**config.mk**
```make
export PLATFORM = sky130hd
export DESIGN_NAME = sbl_load_unit
export DESIGN_NICKNAME = d
export VERILOG_FILES = /design/src/common/sbl_pkg.sv /design/src/verilog/sbl_load_unit.sv
export SDC_FILE = /design/constraint.sdc
export NUM_CORES = 1
export LEC_CHECK = 0
export BUFFER_PORTS_ARGS = -buffer_cell sky130_fd_sc_hd__buf_2
export CORE_ASPECT_RATIO = 2
export CORE_MARGIN = 2
export CORE_UTILIZATION = 49
export CTS_CLUSTER_SIZE = 24
export DETAILED_ROUTE_END_ITERATION = 8
export PLACE_DENSITY = 0.77
export SYNTH_ARGS = -nofsm -noshare
export SYNTH_HDL_FRONTEND = slang
export SYNTH_SLANG_ARGS = --single-unit
```
**constraint.sdc**
```tcl
create_clock -name clock_in -period 7.3 [get_ports clock_in]
set_clock_uncertainty 0.15 [all_clocks]
set_input_delay 1.46 -clock clock_in [delete_from_list [all_inputs] [get_ports clock_in]]
set_output_delay 1.46 -clock clock_in [all_outputs]
set_load 0.01 [all_outputs]
```
**src/common/sbl_pkg.sv**
```systemverilog
// Shared constants and types for the signed byte and unprivileged halfword load unit
package sbl_pkg;

  // Control states of the load sequencer
  typedef enum logic [1:0] {
    SBL_ST_IDLE = 2'b00,
    SBL_ST_EXEC = 2'b01,
    SBL_ST_MEM  = 2'b10
  } sbl_state_e;

  // Instruction forms executed here
  typedef enum logic [2:0] {
    SBL_OP_NONE      = 3'b000,
    SBL_OP_HALF_REG  = 3'b001,
    SBL_OP_HALF_UNPR = 3'b010,
    SBL_OP_SB_LONG_OFFSET_FIELD  = 3'b011,
    SBL_OP_SB_SHORT_OFFSET_FIELD   = 3'b100,
    SBL_OP_SB_LIT    = 3'b101,
    SBL_OP_SB_REG    = 3'b110
  } sbl_op_e;

  // Encodings handed on to another decoder
  typedef enum logic [2:0] {
    SBL_RD_NONE          = 3'b000,
    SBL_RD_HALF_LITERAL  = 3'b001,
    SBL_RD_DATA_PRELOADW = 3'b010,
    SBL_RD_INSTR_PRELOAD = 3'b011,
    SBL_RD_UNPRIV_SB     = 3'b100
  } sbl_redir_e;

  // Shift types for the index operand
  localparam logic [2:0] SBL_SH_LSL = 3'h0;
  localparam logic [2:0] SBL_SH_LSR = 3'h1;
  localparam logic [2:0] SBL_SH_ASR = 3'h2;
  localparam logic [2:0] SBL_SH_ROR = 3'h3;
  localparam logic [2:0] SBL_SH_RRX = 3'h4;

  // Memory fault kinds reported by the load/store unit
  localparam logic [1:0] SBL_FK_USAGE  = 2'h0;
  localparam logic [1:0] SBL_FK_BUS    = 2'h1;
  localparam logic [1:0] SBL_FK_MEMMAN = 2'h2;
  localparam logic [1:0] SBL_FK_SECURE = 2'h3;

  // Opcode patterns, upper and lower halfword of wide forms
  localparam logic [11:0] SBL_HW1_HALF_GRP = 12'hF83;
  localparam logic [11:0] SBL_HW1_SB_LONG_OFFSET_FIELD = 12'hF99;
  localparam logic [11:0] SBL_HW1_SB_GRP   = 12'hF91;
  localparam logic [7:0]  SBL_HW1_LIT_HI   = 8'hF9;
  localparam logic [6:0]  SBL_HW1_LIT_LO   = 7'h1F;
  localparam logic [3:0]  SBL_HW2_UNPRIV   = 4'hE;
  localparam logic [5:0]  SBL_HW2_REG_PAD  = 6'h00;
  // Narrow register-offset opcodes
  localparam logic [6:0]  SBL_N_HALF_REG   = 7'h2D;
  localparam logic [6:0]  SBL_N_SB_REG     = 7'h2B;

  // Special register numbers
  localparam logic [3:0]  SBL_REG_SP       = 4'hD;
  localparam logic [3:0]  SBL_REG_PC       = 4'hF;

  // Field positions in the upper and lower halfword
  localparam int SBL_U_BIT_LIT = 7;
  localparam int SBL_P_BIT     = 10;
  localparam int SBL_U_BIT     = 9;
  localparam int SBL_W_BIT     = 8;
  localparam int SBL_SHORT_OFFSET_FIELD_SEL  = 11;

  // Reset values
  localparam logic [31:0] SBL_RST_WORD = 32'h0000_0000;
  localparam logic [3:0]  SBL_RST_IDX  = 4'h0;

endpackage

```
**src/verilog/sbl_load_unit.sv**
```systemverilog
// Decode and execute unit for halfword register, unprivileged halfword and signed byte loads
`timescale 1ns/1ns
`default_nettype none

module sbl_load_unit (
  // Clock and reset
  input  wire logic                  clock_in,
  input  wire logic                  sys_rst_in,
  // Instruction issue
  input  wire logic                  instr_valid_in,
  input  wire logic [31:0]           instr_in,
  input  wire logic                  instr_wide_in,
  input  wire logic [31:0]           instr_pc_in,
  output logic                       instr_ready_out,
  // Core configuration and flags
  input  wire logic                  main_ext_in,
  input  wire logic                  carry_flag_in,
  // Register file read
  output logic [3:0]                 base_idx_out,
  output logic [3:0]                 index_idx_out,
  input  wire logic [31:0]           base_data_in,
  input  wire logic [31:0]           index_data_in,
  // Stack limit lookup
  output logic                       sp_lookup_out,
  input  wire logic                  sp_limit_apply_in,
  input  wire logic [31:0]           sp_limit_in,
  // Load/store unit
  output logic                       mem_req_out,
  output logic [31:0]                mem_addr_out,
  output logic                       mem_size_half_out,
  output logic                       mem_unpriv_out,
  input  wire logic                  mem_ack_in,
  input  wire logic [15:0]           mem_rdata_in,
  input  wire logic                  mem_fault_in,
  input  wire logic [1:0]            mem_fault_kind_in,
  // Register file write
  output logic                       dest_wr_out,
  output logic [3:0]                 dest_idx_out,
  output logic [31:0]                dest_data_out,
  output logic                       base_wr_out,
  output logic [3:0]                 base_wr_idx_out,
  output logic [31:0]                base_wr_data_out,
  // Outcome
  output logic                       done_out,
  output logic                       undef_out,
  output logic                       unpredictable_out,
  output logic                       redirect_out,
  output sbl_pkg::sbl_redir_e        redirect_kind_out,
  output logic                       sp_fault_out,
  output logic                       mem_fault_out,
  output logic [1:0]                 mem_fault_kind_out
);
  import sbl_pkg::*;

  // Shifter shared by every register-offset form
  function automatic logic [31:0] shift_value(input logic [31:0] val, input logic [2:0] kind,
                                              input logic [4:0] amt, input logic carry);
    logic [63:0] rot;
    rot = {val, val} >> amt;
    case (kind)
      SBL_SH_LSL: shift_value = val << amt;
      SBL_SH_LSR: shift_value = val >> amt;
      SBL_SH_ASR: shift_value = $signed(val) >>> amt;
      SBL_SH_ROR: shift_value = rot[31:0];
      SBL_SH_RRX: shift_value = {carry, val[31:1]};
      default:    shift_value = val;
    endcase
  endfunction

  // Zero or sign extension of the returned data
  function automatic logic [31:0] extend_load(input logic [15:0] data, input logic half, input logic sgn);
    if (half) begin
      extend_load = {16'h0000, data};
    end else if (sgn) begin
      extend_load = {{24{data[7]}}, data[7:0]};
    end else begin
      extend_load = {24'h00_0000, data[7:0]};
    end
  endfunction

  // State and captured instruction
  sbl_state_e  state_reg;
  sbl_state_e  state_next;
  logic [31:0] instr_reg;
  logic        wide_reg;
  logic [31:0] pc_reg;

  // Memory phase context
  logic [31:0] addr_reg;
  logic        half_reg;
  logic        sign_reg;
  logic        unpriv_reg;
  logic        wback_reg;
  logic [31:0] wb_addr_reg;
  logic [3:0]  dest_reg;
  logic [3:0]  base_reg;

  // Field extraction
  wire [15:0] hw1         = instr_reg[31:16];
  wire [15:0] hw2         = instr_reg[15:0];
  wire [3:0]  dest_field  = wide_reg ? hw2[15:12] : {1'b0, hw2[2:0]};
  wire [3:0]  base_field  = wide_reg ? hw1[3:0] : {1'b0, hw2[5:3]};
  wire [3:0]  index_field = wide_reg ? hw2[3:0] : {1'b0, hw2[8:6]};
  wire [7:0]  short_offset_field = hw2[7:0];
  wire [11:0] long_offset_field  = hw2[11:0];
  wire [1:0]  shift_amount_field = hw2[5:4];
  wire        p_bit       = hw2[SBL_P_BIT];
  wire        u_bit       = hw2[SBL_U_BIT];
  wire        w_bit       = hw2[SBL_W_BIT];
  wire        lit_u_bit   = hw1[SBL_U_BIT_LIT];
  wire        dest_ones   = dest_field == SBL_REG_PC;
  wire        base_ones   = base_field == SBL_REG_PC;
  wire        dest_sp     = dest_field == SBL_REG_SP;
  wire        index_bad   = index_field == SBL_REG_SP || index_field == SBL_REG_PC;

  // Opcode matching
  wire m_n_half  = !wide_reg && hw2[15:9] == SBL_N_HALF_REG;
  wire m_n_sb    = !wide_reg && hw2[15:9] == SBL_N_SB_REG;
  wire m_h_grp   = wide_reg && hw1[15:4] == SBL_HW1_HALF_GRP;
  wire m_h_unpr  = m_h_grp && hw2[11:8] == SBL_HW2_UNPRIV;
  wire m_h_reg   = m_h_grp && hw2[11:6] == SBL_HW2_REG_PAD;
  wire m_lit     = wide_reg && hw1[15:8] == SBL_HW1_LIT_HI && hw1[6:0] == SBL_HW1_LIT_LO;
  wire m_sb_i12  = wide_reg && hw1[15:4] == SBL_HW1_SB_LONG_OFFSET_FIELD && !m_lit;
  wire m_sb_grp  = wide_reg && hw1[15:4] == SBL_HW1_SB_GRP && !m_lit;
  wire m_sb_i8   = m_sb_grp && hw2[SBL_SHORT_OFFSET_FIELD_SEL];
  wire m_sb_reg  = m_sb_grp && hw2[11:6] == SBL_HW2_REG_PAD;

  // Redirects to other instructions
  wire rd_half_lit = (m_h_unpr || m_h_reg) && base_ones;
  wire rd_pldw     = m_h_reg && !base_ones && dest_ones;
  wire rd_pli      = (m_sb_i12 || m_lit || m_sb_reg) && dest_ones
                   || m_sb_i8 && dest_ones && p_bit && !u_bit && !w_bit;
  wire rd_unpr_sb  = m_sb_i8 && !rd_pli && p_bit && u_bit && !w_bit;
  wire redirect    = rd_half_lit || rd_pldw || rd_pli || rd_unpr_sb;
  wire sbl_redir_e redir_kind = rd_half_lit ? SBL_RD_HALF_LITERAL :
                                rd_pldw     ? SBL_RD_DATA_PRELOADW :
                                rd_pli      ? SBL_RD_INSTR_PRELOAD :
                                rd_unpr_sb  ? SBL_RD_UNPRIV_SB : SBL_RD_NONE;

  // Executed form; base ones on signed byte forms lands on the literal form
  wire sbl_op_e op = m_n_half || m_h_reg ? SBL_OP_HALF_REG :
                     m_h_unpr            ? SBL_OP_HALF_UNPR :
                     m_sb_i12            ? SBL_OP_SB_LONG_OFFSET_FIELD :
                     m_sb_i8             ? SBL_OP_SB_SHORT_OFFSET_FIELD :
                     m_lit               ? SBL_OP_SB_LIT :
                     m_n_sb || m_sb_reg  ? SBL_OP_SB_REG : SBL_OP_NONE;

  // Addressing mode flags
  wire op_i8     = op == SBL_OP_SB_SHORT_OFFSET_FIELD;
  wire op_reg    = op == SBL_OP_HALF_REG || op == SBL_OP_SB_REG;
  wire idx_flag  = op_i8 ? p_bit : 1'b1;
  wire add_flag  = op_i8 ? u_bit : op == SBL_OP_SB_LIT ? lit_u_bit : 1'b1;
  wire wback     = op_i8 && w_bit;

  // Undefined and unpredictable encodings
  wire undef_enc = op == SBL_OP_NONE
                || wide_reg && !main_ext_in
                || op_i8 && !p_bit && !w_bit;
  wire unpred    = op == SBL_OP_HALF_UNPR && (dest_sp || dest_ones)
                || wide_reg && op_reg && (dest_sp || index_bad)
                || (op == SBL_OP_SB_LONG_OFFSET_FIELD || op == SBL_OP_SB_LIT) && dest_sp
                || op_i8 && (dest_sp || dest_ones && w_bit || wback && base_field == dest_field);

  // Offset and address formation
  wire [4:0]  sh_amt   = wide_reg ? {3'b000, shift_amount_field} : 5'h00;
  wire [31:0] reg_off  = shift_value(index_data_in, SBL_SH_LSL, sh_amt, carry_flag_in);
  wire [31:0] imm32    = op == SBL_OP_HALF_UNPR || op_i8 ? {24'h00_0000, short_offset_field}
                                                         : {20'h0_0000, long_offset_field};
  wire [31:0] offset   = op_reg ? reg_off : imm32;
  wire [31:0] base_val = op == SBL_OP_SB_LIT ? {pc_reg[31:2], 2'b00} : base_data_in;
  wire [31:0] off_addr = add_flag ? base_val + offset : base_val - offset;
  wire [31:0] address  = idx_flag ? off_addr : base_val;

  // Stack limit check, never on register forms since they never write back
  wire sp_wb       = base_field == SBL_REG_SP && wback && !op_reg;
  wire limit_apply = sp_wb && sp_limit_apply_in;
  wire limit_fail  = limit_apply && off_addr < sp_limit_in;

  // Sequencer decisions
  wire exec_now  = state_reg == SBL_ST_EXEC;
  wire mem_now   = state_reg == SBL_ST_MEM;
  wire exec_bad  = exec_now && (redirect || undef_enc || unpred);
  wire exec_stop = exec_bad || exec_now && limit_fail;
  wire exec_go   = exec_now && !exec_stop;
  wire mem_ok    = mem_now && mem_ack_in && !mem_fault_in;
  wire mem_bad   = mem_now && mem_ack_in && mem_fault_in;

  always_comb begin
    state_next = state_reg;
    case (state_reg)
      SBL_ST_IDLE: if (instr_valid_in) state_next = SBL_ST_EXEC;
      SBL_ST_EXEC: state_next = exec_stop ? SBL_ST_IDLE : SBL_ST_MEM;
      SBL_ST_MEM:  if (mem_ack_in) state_next = SBL_ST_IDLE;
      default:     state_next = SBL_ST_IDLE;
    endcase
  end

  // Handshakes and read ports
  assign instr_ready_out = state_reg == SBL_ST_IDLE;
  assign base_idx_out    = base_field;
  assign index_idx_out   = index_field;
  assign sp_lookup_out   = exec_now && sp_wb;
  assign mem_req_out     = mem_now;
  assign mem_addr_out    = addr_reg;
  assign mem_size_half_out = half_reg;
  assign mem_unpriv_out  = unpriv_reg;

  always_ff @(posedge clock_in) begin
    if (sys_rst_in) begin
      state_reg <= SBL_ST_IDLE;
    end else begin
      state_reg <= state_next;
    end
  end

  // Instruction capture
  always_ff @(posedge clock_in) begin
    if (sys_rst_in) begin
      instr_reg <= SBL_RST_WORD;
      wide_reg  <= 1'b0;
      pc_reg    <= SBL_RST_WORD;
    end else if (instr_ready_out && instr_valid_in) begin
      instr_reg <= instr_in;
      wide_reg  <= instr_wide_in;
      pc_reg    <= instr_pc_in;
    end
  end

  // Memory phase context, held stable while the request waits
  always_ff @(posedge clock_in) begin
    if (sys_rst_in) begin
      addr_reg    <= SBL_RST_WORD;
      wb_addr_reg <= SBL_RST_WORD;
      half_reg    <= 1'b0;
      sign_reg    <= 1'b0;
      unpriv_reg  <= 1'b0;
      wback_reg   <= 1'b0;
      dest_reg    <= SBL_RST_IDX;
      base_reg    <= SBL_RST_IDX;
    end else if (exec_go) begin
      addr_reg    <= address;
      wb_addr_reg <= off_addr;
      half_reg    <= op == SBL_OP_HALF_REG || op == SBL_OP_HALF_UNPR;
      sign_reg    <= op != SBL_OP_HALF_REG && op != SBL_OP_HALF_UNPR;
      unpriv_reg  <= op == SBL_OP_HALF_UNPR;
      wback_reg   <= wback;
      dest_reg    <= dest_field;
      base_reg    <= base_field;
    end
  end

  // Register file writes, one-cycle pulses after the data returns
  always_ff @(posedge clock_in) begin
    if (sys_rst_in) begin
      dest_wr_out      <= 1'b0;
      dest_idx_out     <= SBL_RST_IDX;
      dest_data_out    <= SBL_RST_WORD;
      base_wr_out      <= 1'b0;
      base_wr_idx_out  <= SBL_RST_IDX;
      base_wr_data_out <= SBL_RST_WORD;
    end else begin
      dest_wr_out      <= mem_ok;
      base_wr_out      <= mem_ok && wback_reg;
      if (mem_ok) begin
        dest_idx_out     <= dest_reg;
        dest_data_out    <= extend_load(mem_rdata_in, half_reg, sign_reg);
        base_wr_idx_out  <= base_reg;
        base_wr_data_out <= wb_addr_reg;
      end
    end
  end

  // Outcome pulses; a failed limit check skips both the load and the base update
  always_ff @(posedge clock_in) begin
    if (sys_rst_in) begin
      done_out           <= 1'b0;
      undef_out          <= 1'b0;
      unpredictable_out  <= 1'b0;
      redirect_out       <= 1'b0;
      redirect_kind_out  <= SBL_RD_NONE;
      sp_fault_out       <= 1'b0;
      mem_fault_out      <= 1'b0;
      mem_fault_kind_out <= SBL_FK_USAGE;
    end else begin
      done_out           <= exec_stop || mem_now && mem_ack_in;
      redirect_out       <= exec_now && redirect;
      redirect_kind_out  <= exec_now ? redir_kind : SBL_RD_NONE;
      undef_out          <= exec_now && !redirect && (undef_enc || unpred);
      unpredictable_out  <= exec_now && !redirect && !undef_enc && unpred;
      sp_fault_out       <= exec_now && !exec_bad && limit_fail;
      mem_fault_out      <= mem_bad;
      if (mem_bad) begin
        mem_fault_kind_out <= mem_fault_kind_in;
      end
    end
  end

endmodule

`default_nettype wire

```
==> After elaboration in Yosys (flattened, before gate mapping) <==
Index checks and enable logic that the tools add are counted.
{ "totals": {"reg_bits": 228, "in_bits": 187, "output_inout_bits": 130, "word_cells": 194} }
{ "classes": {"n_addsub": 2, "n_lt_le_gt_ge": 1, "n_eq_ne": 27, "shifts": 1, "n_mux": 28, "bitwise": 1, "reduce_logical": 106} }
{ "op_table": {"columns": ["op", "n"], "rows": [
  ["32-bit 2-to-1 mux", 6],
  ["1-bit logical AND", 57],
  ["12-bit == test, second input constant", 3],
  ["32-bit adder", 1],
  ["32-bit less-than comparator", 1],
  ["32-bit by 2-bit left shift with 32-bit output", 1],
  ["32-bit subtractor", 1],
  ["4-bit == test, second input constant", 7],
  ["1-bit logical OR", 28],
  ["3-bit 2-to-1 mux", 7],
  ["7-bit by 6-bit == test with 1-bit output, second input constant", 2],
  ["1-bit zero test", 14],
  ["12-bit 2-to-1 mux", 1],
  ["2-bit 2-to-1 mux", 6],
  ["4-bit 2-to-1 mux", 3],
  ["3-bit == test, second input constant", 3],
  ["8-bit == test, second input constant", 1],
  ["7-bit by 5-bit == test with 1-bit output, second input constant", 1],
  ["3-bit by 2-bit == test with 1-bit output, second input constant", 2],
  ["6-bit zero test", 1],
  ["2-bit one-hot mux with 3 select lines", 1],
  ["5-bit OR reduction", 1],
  ["4-bit == test", 1],
  ["1-bit 2-to-1 mux", 4],
  ["12 further kinds", 13]
]} }

==> Depth between registers and ports, before layout <==
Gate-level depths: netlist of run 1.
{ "depth": {"ltp_word": 25, "ltp_mapped": 40, "depth_no_buf": 33} }

==> Worst setup path before layout of run 1 <==
Ideal clock, no wire load.
{ "synth_timing": {"path_type": "register to register", "from": "register wide_reg", "to": "register wb_addr_reg[30]", "setup_ps": 79, "t_arrival_ps": 7566, "required_time_ps": 7071, "path_slack_ps": -495, "stages_incl_launch_ff": 36, "n_path_buf": 4, "period_less_slack_ps": 7795, "cell_sequence": "dfxtp_1 -> buf_6 -> and4b_4 -> and3_1 -> a31o_2 -> nor3_1 -> clkbuf_1 -> clkbuf_1 -> nand2_1 -> o21a_1 -> ha_1 -> nand2_1 -> o21ai_0 -> inv_1 -> fa_1 -> nor2b_1 -> o21ai_0 -> a21oi_1 -> o21ai_0 -> a21o_1 -> o21ai_0 -> a2111oi_0 -> or3_1 -> xor2_1 -> inv_1 -> ha_1 -> nand4_1 -> or3_1 -> nor4_1 -> o2111ai_1 -> a211o_1 -> or2_1 -> buf_2 -> or3_1 -> or3_1 -> o211ai_1"} }
{ "synth_via": {"elab_chain_cells": 24, "elab_cells_between_ends": 108, "classes_between": "2 x add/sub; 1 x order compare; 13 x eq/ne; 1 x shift; 16 x mux; 75 x reduce/logical"} }
{ "synth_lines": {"columns": ["element", "line_no", "text"], "rows": [
  ["start: declaration", "sbl_load_unit.sv:85", "logic wide_reg;"],
  ["start signal: assignment", "sbl_load_unit.sv:224", "wide_reg <= instr_wide_in;"],
  ["1-bit logical AND (2 in series)", "sbl_load_unit.sv:122", "wire m_lit = wide_reg && hw1[15:8] == SBL_HW1_LIT_HI && hw1[6:0] == SBL_HW1_LIT_LO;"],
  ["1-bit zero test", "sbl_load_unit.sv:123, sbl_load_unit.sv:124", null],
  ["1-bit logical AND", "sbl_load_unit.sv:124", "wire m_sb_grp = wide_reg && hw1[15:4] == SBL_HW1_SB_GRP && !m_lit;"],
  ["1-bit logical AND", "sbl_load_unit.sv:126", "wire m_sb_reg = m_sb_grp && hw2[11:6] == SBL_HW2_REG_PAD;"],
  ["1-bit logical OR", "sbl_load_unit.sv:146", "m_n_sb || m_sb_reg ? SBL_OP_SB_REG : SBL_OP_NONE;"],
  ["3-bit 2-to-1 mux", "sbl_load_unit.sv:146", null],
  ["3-bit 2-to-1 mux", "sbl_load_unit.sv:145", "m_lit ? SBL_OP_SB_LIT :"],
  ["3-bit 2-to-1 mux", "sbl_load_unit.sv:144", "m_sb_i8 ? SBL_OP_SB_SHORT_OFFSET_FIELD :"],
  ["[... 8 more ...]", null, null],
  ["32-bit 2-to-1 mux *", "sbl_load_unit.sv:171", "wire [31:0] off_addr = add_flag ? base_val + offset : base_val - offset;"],
  ["net off_addr[26]", "sbl_load_unit.sv:171", null],
  ["32-bit less-than comparator *", "sbl_load_unit.sv:177", "wire limit_fail = limit_apply && off_addr < sp_limit_in;"],
  ["1-bit logical AND *", "sbl_load_unit.sv:177", null],
  ["1-bit logical AND *", "sbl_load_unit.sv:183", "wire exec_stop = exec_bad || exec_now && limit_fail;"],
  ["1-bit logical OR *", "sbl_load_unit.sv:183", null],
  ["1-bit zero test *", "sbl_load_unit.sv:184", "wire exec_go = exec_now && !exec_stop;"],
  ["1-bit logical AND *", "sbl_load_unit.sv:184", null],
  ["end signal: assignment", "sbl_load_unit.sv:242", "wb_addr_reg <= off_addr;"],
  ["end: declaration", "sbl_load_unit.sv:94", "logic [31:0] wb_addr_reg;"]
]} }
Mark *: on every way through the listed nets, which the timed path passes. The rest lies on a longest branch.
A chain may end at the register's enable or synchronous reset.

==> Worst setup path after layout of run 1 <==
{ "layout_timing": {"from": "input index_data_in[4]", "to": "register addr_reg[28] (netlist: mem_addr_out[28])"} }
{ "layout_via": {"elab_chain_cells": 10, "elab_cells_between_ends": 12, "classes_between": "2 x add/sub; 1 x order compare; 1 x shift; 3 x mux; 5 x reduce/logical"} }
{ "layout_lines": {"columns": ["element", "line_no", "text"], "rows": [
  ["start: declaration", "sbl_load_unit.sv:22", "input wire logic [31:0] index_data_in,"],
  ["32-bit by 2-bit left shift with 32-bit output *", "sbl_load_unit.sv:61", "SBL_SH_LSL: shift_value = val << amt;"],
  ["32-bit 2-to-1 mux *", "sbl_load_unit.sv:169", "wire [31:0] offset = op_reg ? reg_off : imm32;"],
  ["32-bit subtractor / 32-bit adder (equally long branches)", "sbl_load_unit.sv:171", null],
  ["32-bit 2-to-1 mux *", "sbl_load_unit.sv:171", null],
  ["net off_addr[21]", "sbl_load_unit.sv:171", null],
  ["32-bit less-than comparator *", "sbl_load_unit.sv:177", null],
  ["1-bit logical AND *", "sbl_load_unit.sv:177", null],
  ["1-bit logical AND *", "sbl_load_unit.sv:183", null],
  ["1-bit logical OR *", "sbl_load_unit.sv:183", null],
  ["1-bit zero test *", "sbl_load_unit.sv:184", null],
  ["1-bit logical AND *", "sbl_load_unit.sv:184", null],
  ["end signal: assignment", "sbl_load_unit.sv:241", "addr_reg <= address;"],
  ["end: declaration", "sbl_load_unit.sv:89", "logic [31:0] addr_reg;"]
]} }
Marked as above.

==> impl_results.md, run 1 <==
* Grt total ovfl at 0
* Fin area at 18000 um2
* Worst Setup Path Type: input pin to flip-flop
* Die width at 118 um
* Inst Count DP at 2476
* Arrival time at the worst endpoint at 7.56 ns
* Vias at 14.0k
* Synth Register Bits at 211
* Violated checks: negative setup slack
* Largest net degree at the start of global routing at 107
* Worst hold path type: flip-flop to flip-flop
* Placer Congestion at 0.953
* CP endpoint kind: flip-flop
* CTS tree: yes
* H-Tree Depth at 1
* Layout cells sized above 1 at 37.5%
* Initial antenna violation count at 0
* Post-Place Cell Area at 16200 um2
* # nets final at 2444
* Sequential area share after synthesis at 33.5%
* Wire per inst at 17.9 um
* Syn nets at 1932
* Fmax at 137 MHz
* Post-CTS Hold Buffers at 0
* Non-filler instance count after layout at 2547
* Area Overhead vs Synth at 42.9%
* Worst hold start: base_wr_data_out[19]
* Worst path slowest cell: a211oi_2
* Die ar. at 27100 um2
* Iteration-0 DRC count of the detailed router at 800
* WP data required at 7.56 ns
* Routed Antenna Nets at 0
* Number of global-route vias before repair at 13.6k
* Synth area leader: dfxtp_1
* GRT Resource Usage Total at 31.0%
* Leakage at 8.51 nW
* First-pass iteration count of the detailed router at 7
* Ys async rst share at 0%
* Area of the mapped netlist at 12600 um2
* Starting density of the core at 49.4%
* PortBufs at 313
* Clk root buf: clkbuf_16
* VDD IR max at 0.156 mV
* RSZ-0062 raised after global routing: yes
* Worst Tran Pin Value at 0.905 ns
* Setup slack after layout at -0.00230 ns
* Tcrit/Tclk final at 100%
* Post-DP HPWL at 33900 um
* PD cells at 155 nW/um2
* MaxCap Viol Count at 0
* Largest fanout on the critical path at 11
* Post-synth cell types at 69
* Final max-slew violation count at 0
* Number of core rows at 83
* Post-synth EDFFs at 0
* CORE AREA at 25500 um2
* CP startpoint: index_data_in[4]
* Avg Cell Area, Syn at 7.51 um2
* First-pass GRT wire length at 68400 um
* Cells after Synth at 1681
* CP max stage delay at 0.41 ns
* Antenna cells at 0
* Fin crit period at 7.30 ns
* Clk_lat worst skew at 0.53 ns
* Outcome: finished with violations
* Ys Warns at 0
* Post-Route Setup TNS at -0.00230 ns
* CP startpoint kind: input pin
* Chip Height at 231 um
* Final wirelength at 45500 um
* Top-area cell type share of the netlist area at 33.5%
* IO Count at 317
* # setup viols final at 1
* Drt drc at 0
* Clk sinks at 211
* Bufs on Longest Clock Path at 3
* Rel. slew slack at 39.7%
* Hold WS at 0.299 ns
* Final hold vios at 0
* Via/cell ratio at 5.50
* CTS buffer count at 20
* Dominant cells by area after synthesis: dfxtp_1, nand2_1, a21oi_1, ha_1, nor2_1
* Clock Pin Slew Worst Setup and Hold Paths at 0.07 ns
* Ys flop type: dfxtp_1
* Worst R2R Start: instr_reg[14]
[layout by cell type, fill, tap and decap left out, types with 19 or more instances in the layout]
master / instances
nand2_1: 389
nand3_1: 27
a211oi_1: 21
buf_6: 19
nor2_1: 90
inv_1: 62
mux2_2: 32
nor3_1: 26
clkbuf_16: 27
dfxtp_1: 210
ha_1: 50
buf_4: 266
mux2i_1: 34
a21o_1: 26
buf_2: 311
o21ai_0: 46
a21oi_1: 199
xnor2_1: 22
[synth_stat cells, types with 32 or more instances]
cell type  count
nand2_1      403
ha_1          63
inv_1         64
nor2_1       100
mux2i_1       34
o21ai_0       68
a21oi_1      214
dfxtp_1      211
clkbuf_1      83
nor3_1        33
mux2_2        32
[stage by stage]
stage | utilization, % | power (mW) | worst slack (ns)
finish | 70.6 | 2.79 | -0.00230
global placement | 63.3 | 1.67 | -1.15
floorplan | - | 1.46 | 0.0000773
detailed placement | 63.3 | 1.68 | -1.22
global route | 70.6 | 2.90 | -0.300
CTS | 67.7 | 2.78 | 0.000157
[metal layers]
metal	part of all wire, %	track usage, %	vias to the layer above
met1	38	34.6	6531
met4	6.0	15.8	0
met2	52	58.4	488
met5	0	0	-
met3	3.9	2.22	143
li1	-	-	6837
[path summary, 6_finish.rpt]
| check | to | slack (ns) | cells past startpoint |
|---|---|---|---|
| setup / recovery | mem_addr_out[28] | -0.002 | 36 |
| hold / removal | base_wr_data_out[19] | 0.30 | 2 |
| setup reg to reg | mem_addr_out[28] | -0.002 | 38 |
| hold reg to reg | base_wr_data_out[19] | 0.30 | 2 |
[timing repair]
item	in CTS	in global routing
setup buffers	14	18
setup endpoints to repair	78	77
pin swaps	50	28
gates cloned	1	6
gates resized for setup	78	99
[cells by family (layout without fill, tap and decap cells)]
| kind of cell | after synthesis | after routing | share of synthesized area (%) |
|---|---|---|---|
| AND/OR/NAND/NOR | 679 | 679 | 23.4 |
| AO/OA/AOI/OAI | 420 | 420 | 19.9 |
| flip-flops | 211 | 211 | 33.5 |
| buffers and inverters | 185 | 711 | 6.10 |
| multiplexers | 78 | 78 | 7.69 |
| adder cells (fa/ha/maj) | 64 | 64 | 6.40 |
| XOR/XNOR | 44 | 44 | 3.05 |
[power by group]
| group | leakage (nW) | switching [mW] | internal (mW) |
|---|---|---|---|
| Clock | 0.329 | 0.478 | 0.597 |
| Sequential | 1.71 | 0.0158 | 1.17 |
| Combinational | 6.47 | 0.281 | 0.251 |
| Total | 8.51 | 0.775 | 2.02 |
[worst max-delay path: cells and delay by family]
kind | cells | cell delay (ns)
simple gates | 10 | 1.53
fa+ha+maj | 2 | 0.50
buf+inv | 9 | 1.16
compound gates | 14 | 2.76
xor+xnor | 1 | 0.15
[final cells by class]
type | count | area, um2
Clock buffer | 26 | 574
Clock inverter | 10 | 92.6
Fill cell | 2098 | 7500
Inverter | 64 | 240
Multi-Input combinational cell | 1285 | 8390
Sequential cell | 211 | 4230
Tap cell | 340 | 425
Timing Repair Buffer | 611 | 4090
(Power assumes the default switching activity.)
==> inputs of run 2 (changes only) <==
--- a/config.mk
+++ b/config.mk
@@ -6,12 +6,14 @@
 export NUM_CORES = 1
 export LEC_CHECK = 0
 export BUFFER_PORTS_ARGS = -buffer_cell sky130_fd_sc_hd__buf_2
+export CELL_PAD_IN_SITES_DETAIL_PLACEMENT = 1
+export CELL_PAD_IN_SITES_GLOBAL_PLACEMENT = 2
 export CORE_ASPECT_RATIO = 2
 export CORE_MARGIN = 2
-export CORE_UTILIZATION = 49
+export CORE_UTILIZATION = 27
 export CTS_CLUSTER_SIZE = 24
 export DETAILED_ROUTE_END_ITERATION = 8
-export PLACE_DENSITY = 0.77
+export PLACE_DENSITY_LB_ADDON = 0.1
 export SYNTH_ARGS = -nofsm -noshare
 export SYNTH_HDL_FRONTEND = slang
 export SYNTH_SLANG_ARGS = --single-unit
==> run 2 against run 1 <==
The run now ends clean. Non-clock buffer count rose by 61. Register-to-register slack improved by 0.08 ns. Clock power increased by 16%. Global-route usage decreased by 8.1 points. Final cell count is 14% higher. Cell area is 6.9% higher. Largest power group is now clock. Worst hold slack improved by 0.0016 ns. Utilization down 29 points.
==> impl_results.md, run 2 (same netlist as run 1, synthesis figures left out) <==
* Grt total ovfl at 0 (unchanged)
* Routed Antenna Nets at 0 (unchanged)
* Number of global-route vias before repair at 14.3k (was 13.6k)
* Post-Route Setup TNS at 0 ns (was -0.00230 ns)
* Leakage at 8.93 nW (was 8.51 nW)
* Outcome: completed (was finished with violations)
* # setup viols final at 0 (was 1)
* Vias at 14.1k (was 14.0k)
* Initial antenna violation count at 0 (unchanged)
* Post-Place Cell Area at 16900 um2 (was 16200 um2)
* Iteration-0 DRC count of the detailed router at 535 (was 800)
* Most frequent cells in the layout: nand2_1, buf_4, buf_2 (was nand2_1, buf_2, buf_4)
* Clk root buf: clkbuf_16 (unchanged)
* H-Tree Depth at 1 (unchanged)
* Arrival time at the worst endpoint at 7.63 ns (was 7.56 ns)
* Worst hold start: wb_addr_reg[24] (was base_wr_data_out[19])
* MaxCap Viol Count at 0 (unchanged)
* Antenna cells at 0 (unchanged)
* Layout fillers at 5664 (was 2098)
* # nets final at 2509 (was 2444)
* CTS buffer count at 23 (was 20)
* Fmax at 137 MHz (about the same)
* Worst flop-to-flop path endpoint: mem_addr_out[23] (was mem_addr_out[28])
* Wire per inst at 20.1 um (was 17.9 um)
* Clk sinks at 211 (unchanged)
* Area Overhead vs Synth at 52.7% (was 42.9%)
* Hold depth at 2 (unchanged)
* RSZ-0062 raised after global routing: yes (unchanged)
* Final hold vios at 0 (unchanged)
* R2R Setup Slk at 0.08 ns (was -0.002 ns)
* GRT Resource Usage Total at 22.9% (was 31.0%)
* Placer Congestion at 0.863 (was 0.953)
* Largest fanout on the critical path at 6 (was 11)
* Tcrit/Tclk final at 99.8% (was 100%)
* Worst R2R Start: wide_reg (was instr_reg[14])
* R2R cell count at 38 (unchanged)
* CP most frequent cell: buf_4
* Number of core rows at 112 (was 83)
* Clk_lat worst skew at 0.56 ns (was 0.53 ns)
* CP endpoint kind: flip-flop (unchanged)
* Worst hold path type: flip-flop to flip-flop (unchanged)
* Layout cells sized above 1 at 40.7% (was 37.5%)
* Rel. slew slack at 31.5% (was 39.7%)
* PD cells at 157 nW/um2 (was 155 nW/um2)
* Final wirelength at 58400 um (was 45500 um)
* Bufs on Longest Clock Path at 3 (unchanged)
* Starting density of the core at 27.2% (was 49.4%)
* IO Count at 317 (unchanged)
* Clock Pin Slew Worst Setup and Hold Paths at 0.06 ns (was 0.07 ns)
* WP data required at 7.64 ns (was 7.56 ns)
* Fin crit period at 7.29 ns (was 7.30 ns)
* Largest net degree at the start of global routing at 85 (was 107)
* Worst Tran Pin Value at 1.03 ns (was 0.905 ns)
* First-pass GRT wire length at 83600 um (was 68400 um)
* CP startpoint kind: input pin (unchanged)
* Post-DP HPWL at 45100 um (was 33900 um)
* Fin area at 19300 um2 (was 18000 um2)
* Chip Height at 310 um (was 231 um)
* CP max stage delay at 0.50 ns (was 0.41 ns)
* Commonest non-fill, non-tap cell in the layout: nand2_1 (unchanged)
* Worst path slowest cell: mux4_2 (was a211oi_2)
* Final max-slew violation count at 0 (unchanged)
* Via/cell ratio at 4.85 (was 5.50)
* CTS tree: yes (unchanged)
* PortBufs at 313 (unchanged)
* Post-Route Utilization at 41.6% (was 70.6%)
* Die width at 157 um (was 118 um)
* VDD IR max at 0.204 mV (was 0.156 mV)
* Die ar. at 48600 um2 (was 27100 um2)
* CORE AREA at 46400 um2 (was 25500 um2)
* Worst Hold End: base_wr_data_out[24] (was base_wr_data_out[19])
* First-pass iteration count of the detailed router at 5 (was 7)
* Worst Setup Path Type: input pin to flip-flop (unchanged)
* Drt drc at 0 (unchanged)
==> run 2: routing by layer <==
layer	track usage (%)	up-vias	part of all wire (%)
met5	0	-	0
met4	9.60	0	4.3
met3	2.70	84	4.3
met2	43.8	351	53
met1	24.9	6664	38
li1	-	6972	-
==> run 2: worst max path at each step <==
| stage | startpoint | end | slack (ns) |
|---|---|---|---|
| 4_1_cts | instr_reg[14] | wb_addr_reg[30] | 0.01 |
| 6_report | index_data_in[4] | mem_addr_out[23] | 0.01 |
| 2_1_floorplan | index_data_in[4] | wb_addr_reg[30] | 0.00008 |
| 3_3_place_gp | index_data_in[4] | wb_addr_reg[25] | -0.99 |
| 5_1_grt | index_data_in[4] | mem_addr_out[23] | -0.31 |
| 3_5_place_dp | index_data_in[4] | mem_addr_out[13] | -1.04 |
==> run 2: cell type report <==
type                            count  area (um2)  area share (%)
Multi-Input combinational cell   1286        8610            44.7
Timing Repair Buffer              672        4640            24.1
Sequential cell                   211        4230            21.9
Tap cell                          627         785            4.07
Clock buffer                       33         663            3.44
Inverter                           64         240            1.25
Clock inverter                      8         109           0.565
==> run 2: per-stage QoR <==
stage / power (mW) / hold slack [ns] / instances / setup WS, ns
2_1_floorplan: 1.46 / 0.277 / 1681 / 0.0000773
3_3_place_gp: 1.75 / 0.288 / 2810 / -0.993
3_5_place_dp: 1.76 / 0.294 / 2810 / -1.04
4_1_cts: 3.05 / 0.303 / 2865 / 0.0122
5_1_grt: 3.16 / 0.323 / 2901 / -0.309
6_report: 3.02 / 0.301 / 2901 / 0.0145
==> run 2: where the power goes <==
part / internal (mW) / switching [mW] / leakage, nW
sequential: 1.17 / 0.0140 / 1.71
combinational: 0.271 / 0.320 / 6.83
clock: 0.706 / 0.538 / 0.383
==> run 2: worst max-delay path: cells and delay by family <==
| family | cells | cell delay, ns |
|---|---|---|
| simple gates | 9 | 1.70 |
| buf+inv | 14 | 1.83 |
| mux | 1 | 0.50 |
| compound gates | 8 | 1.27 |
| fa+ha+maj | 2 | 0.63 |
| xor+xnor | 2 | 0.23 |
==> run 2: repair_timing <==
item,in CTS,in global routing
pin swaps,44,64
endpoints found under the hold margin,0,0
gates cloned,2,8
hold buffers,0,0
gates resized for setup,108,138
setup endpoints to repair,78,77
setup buffers,13,30
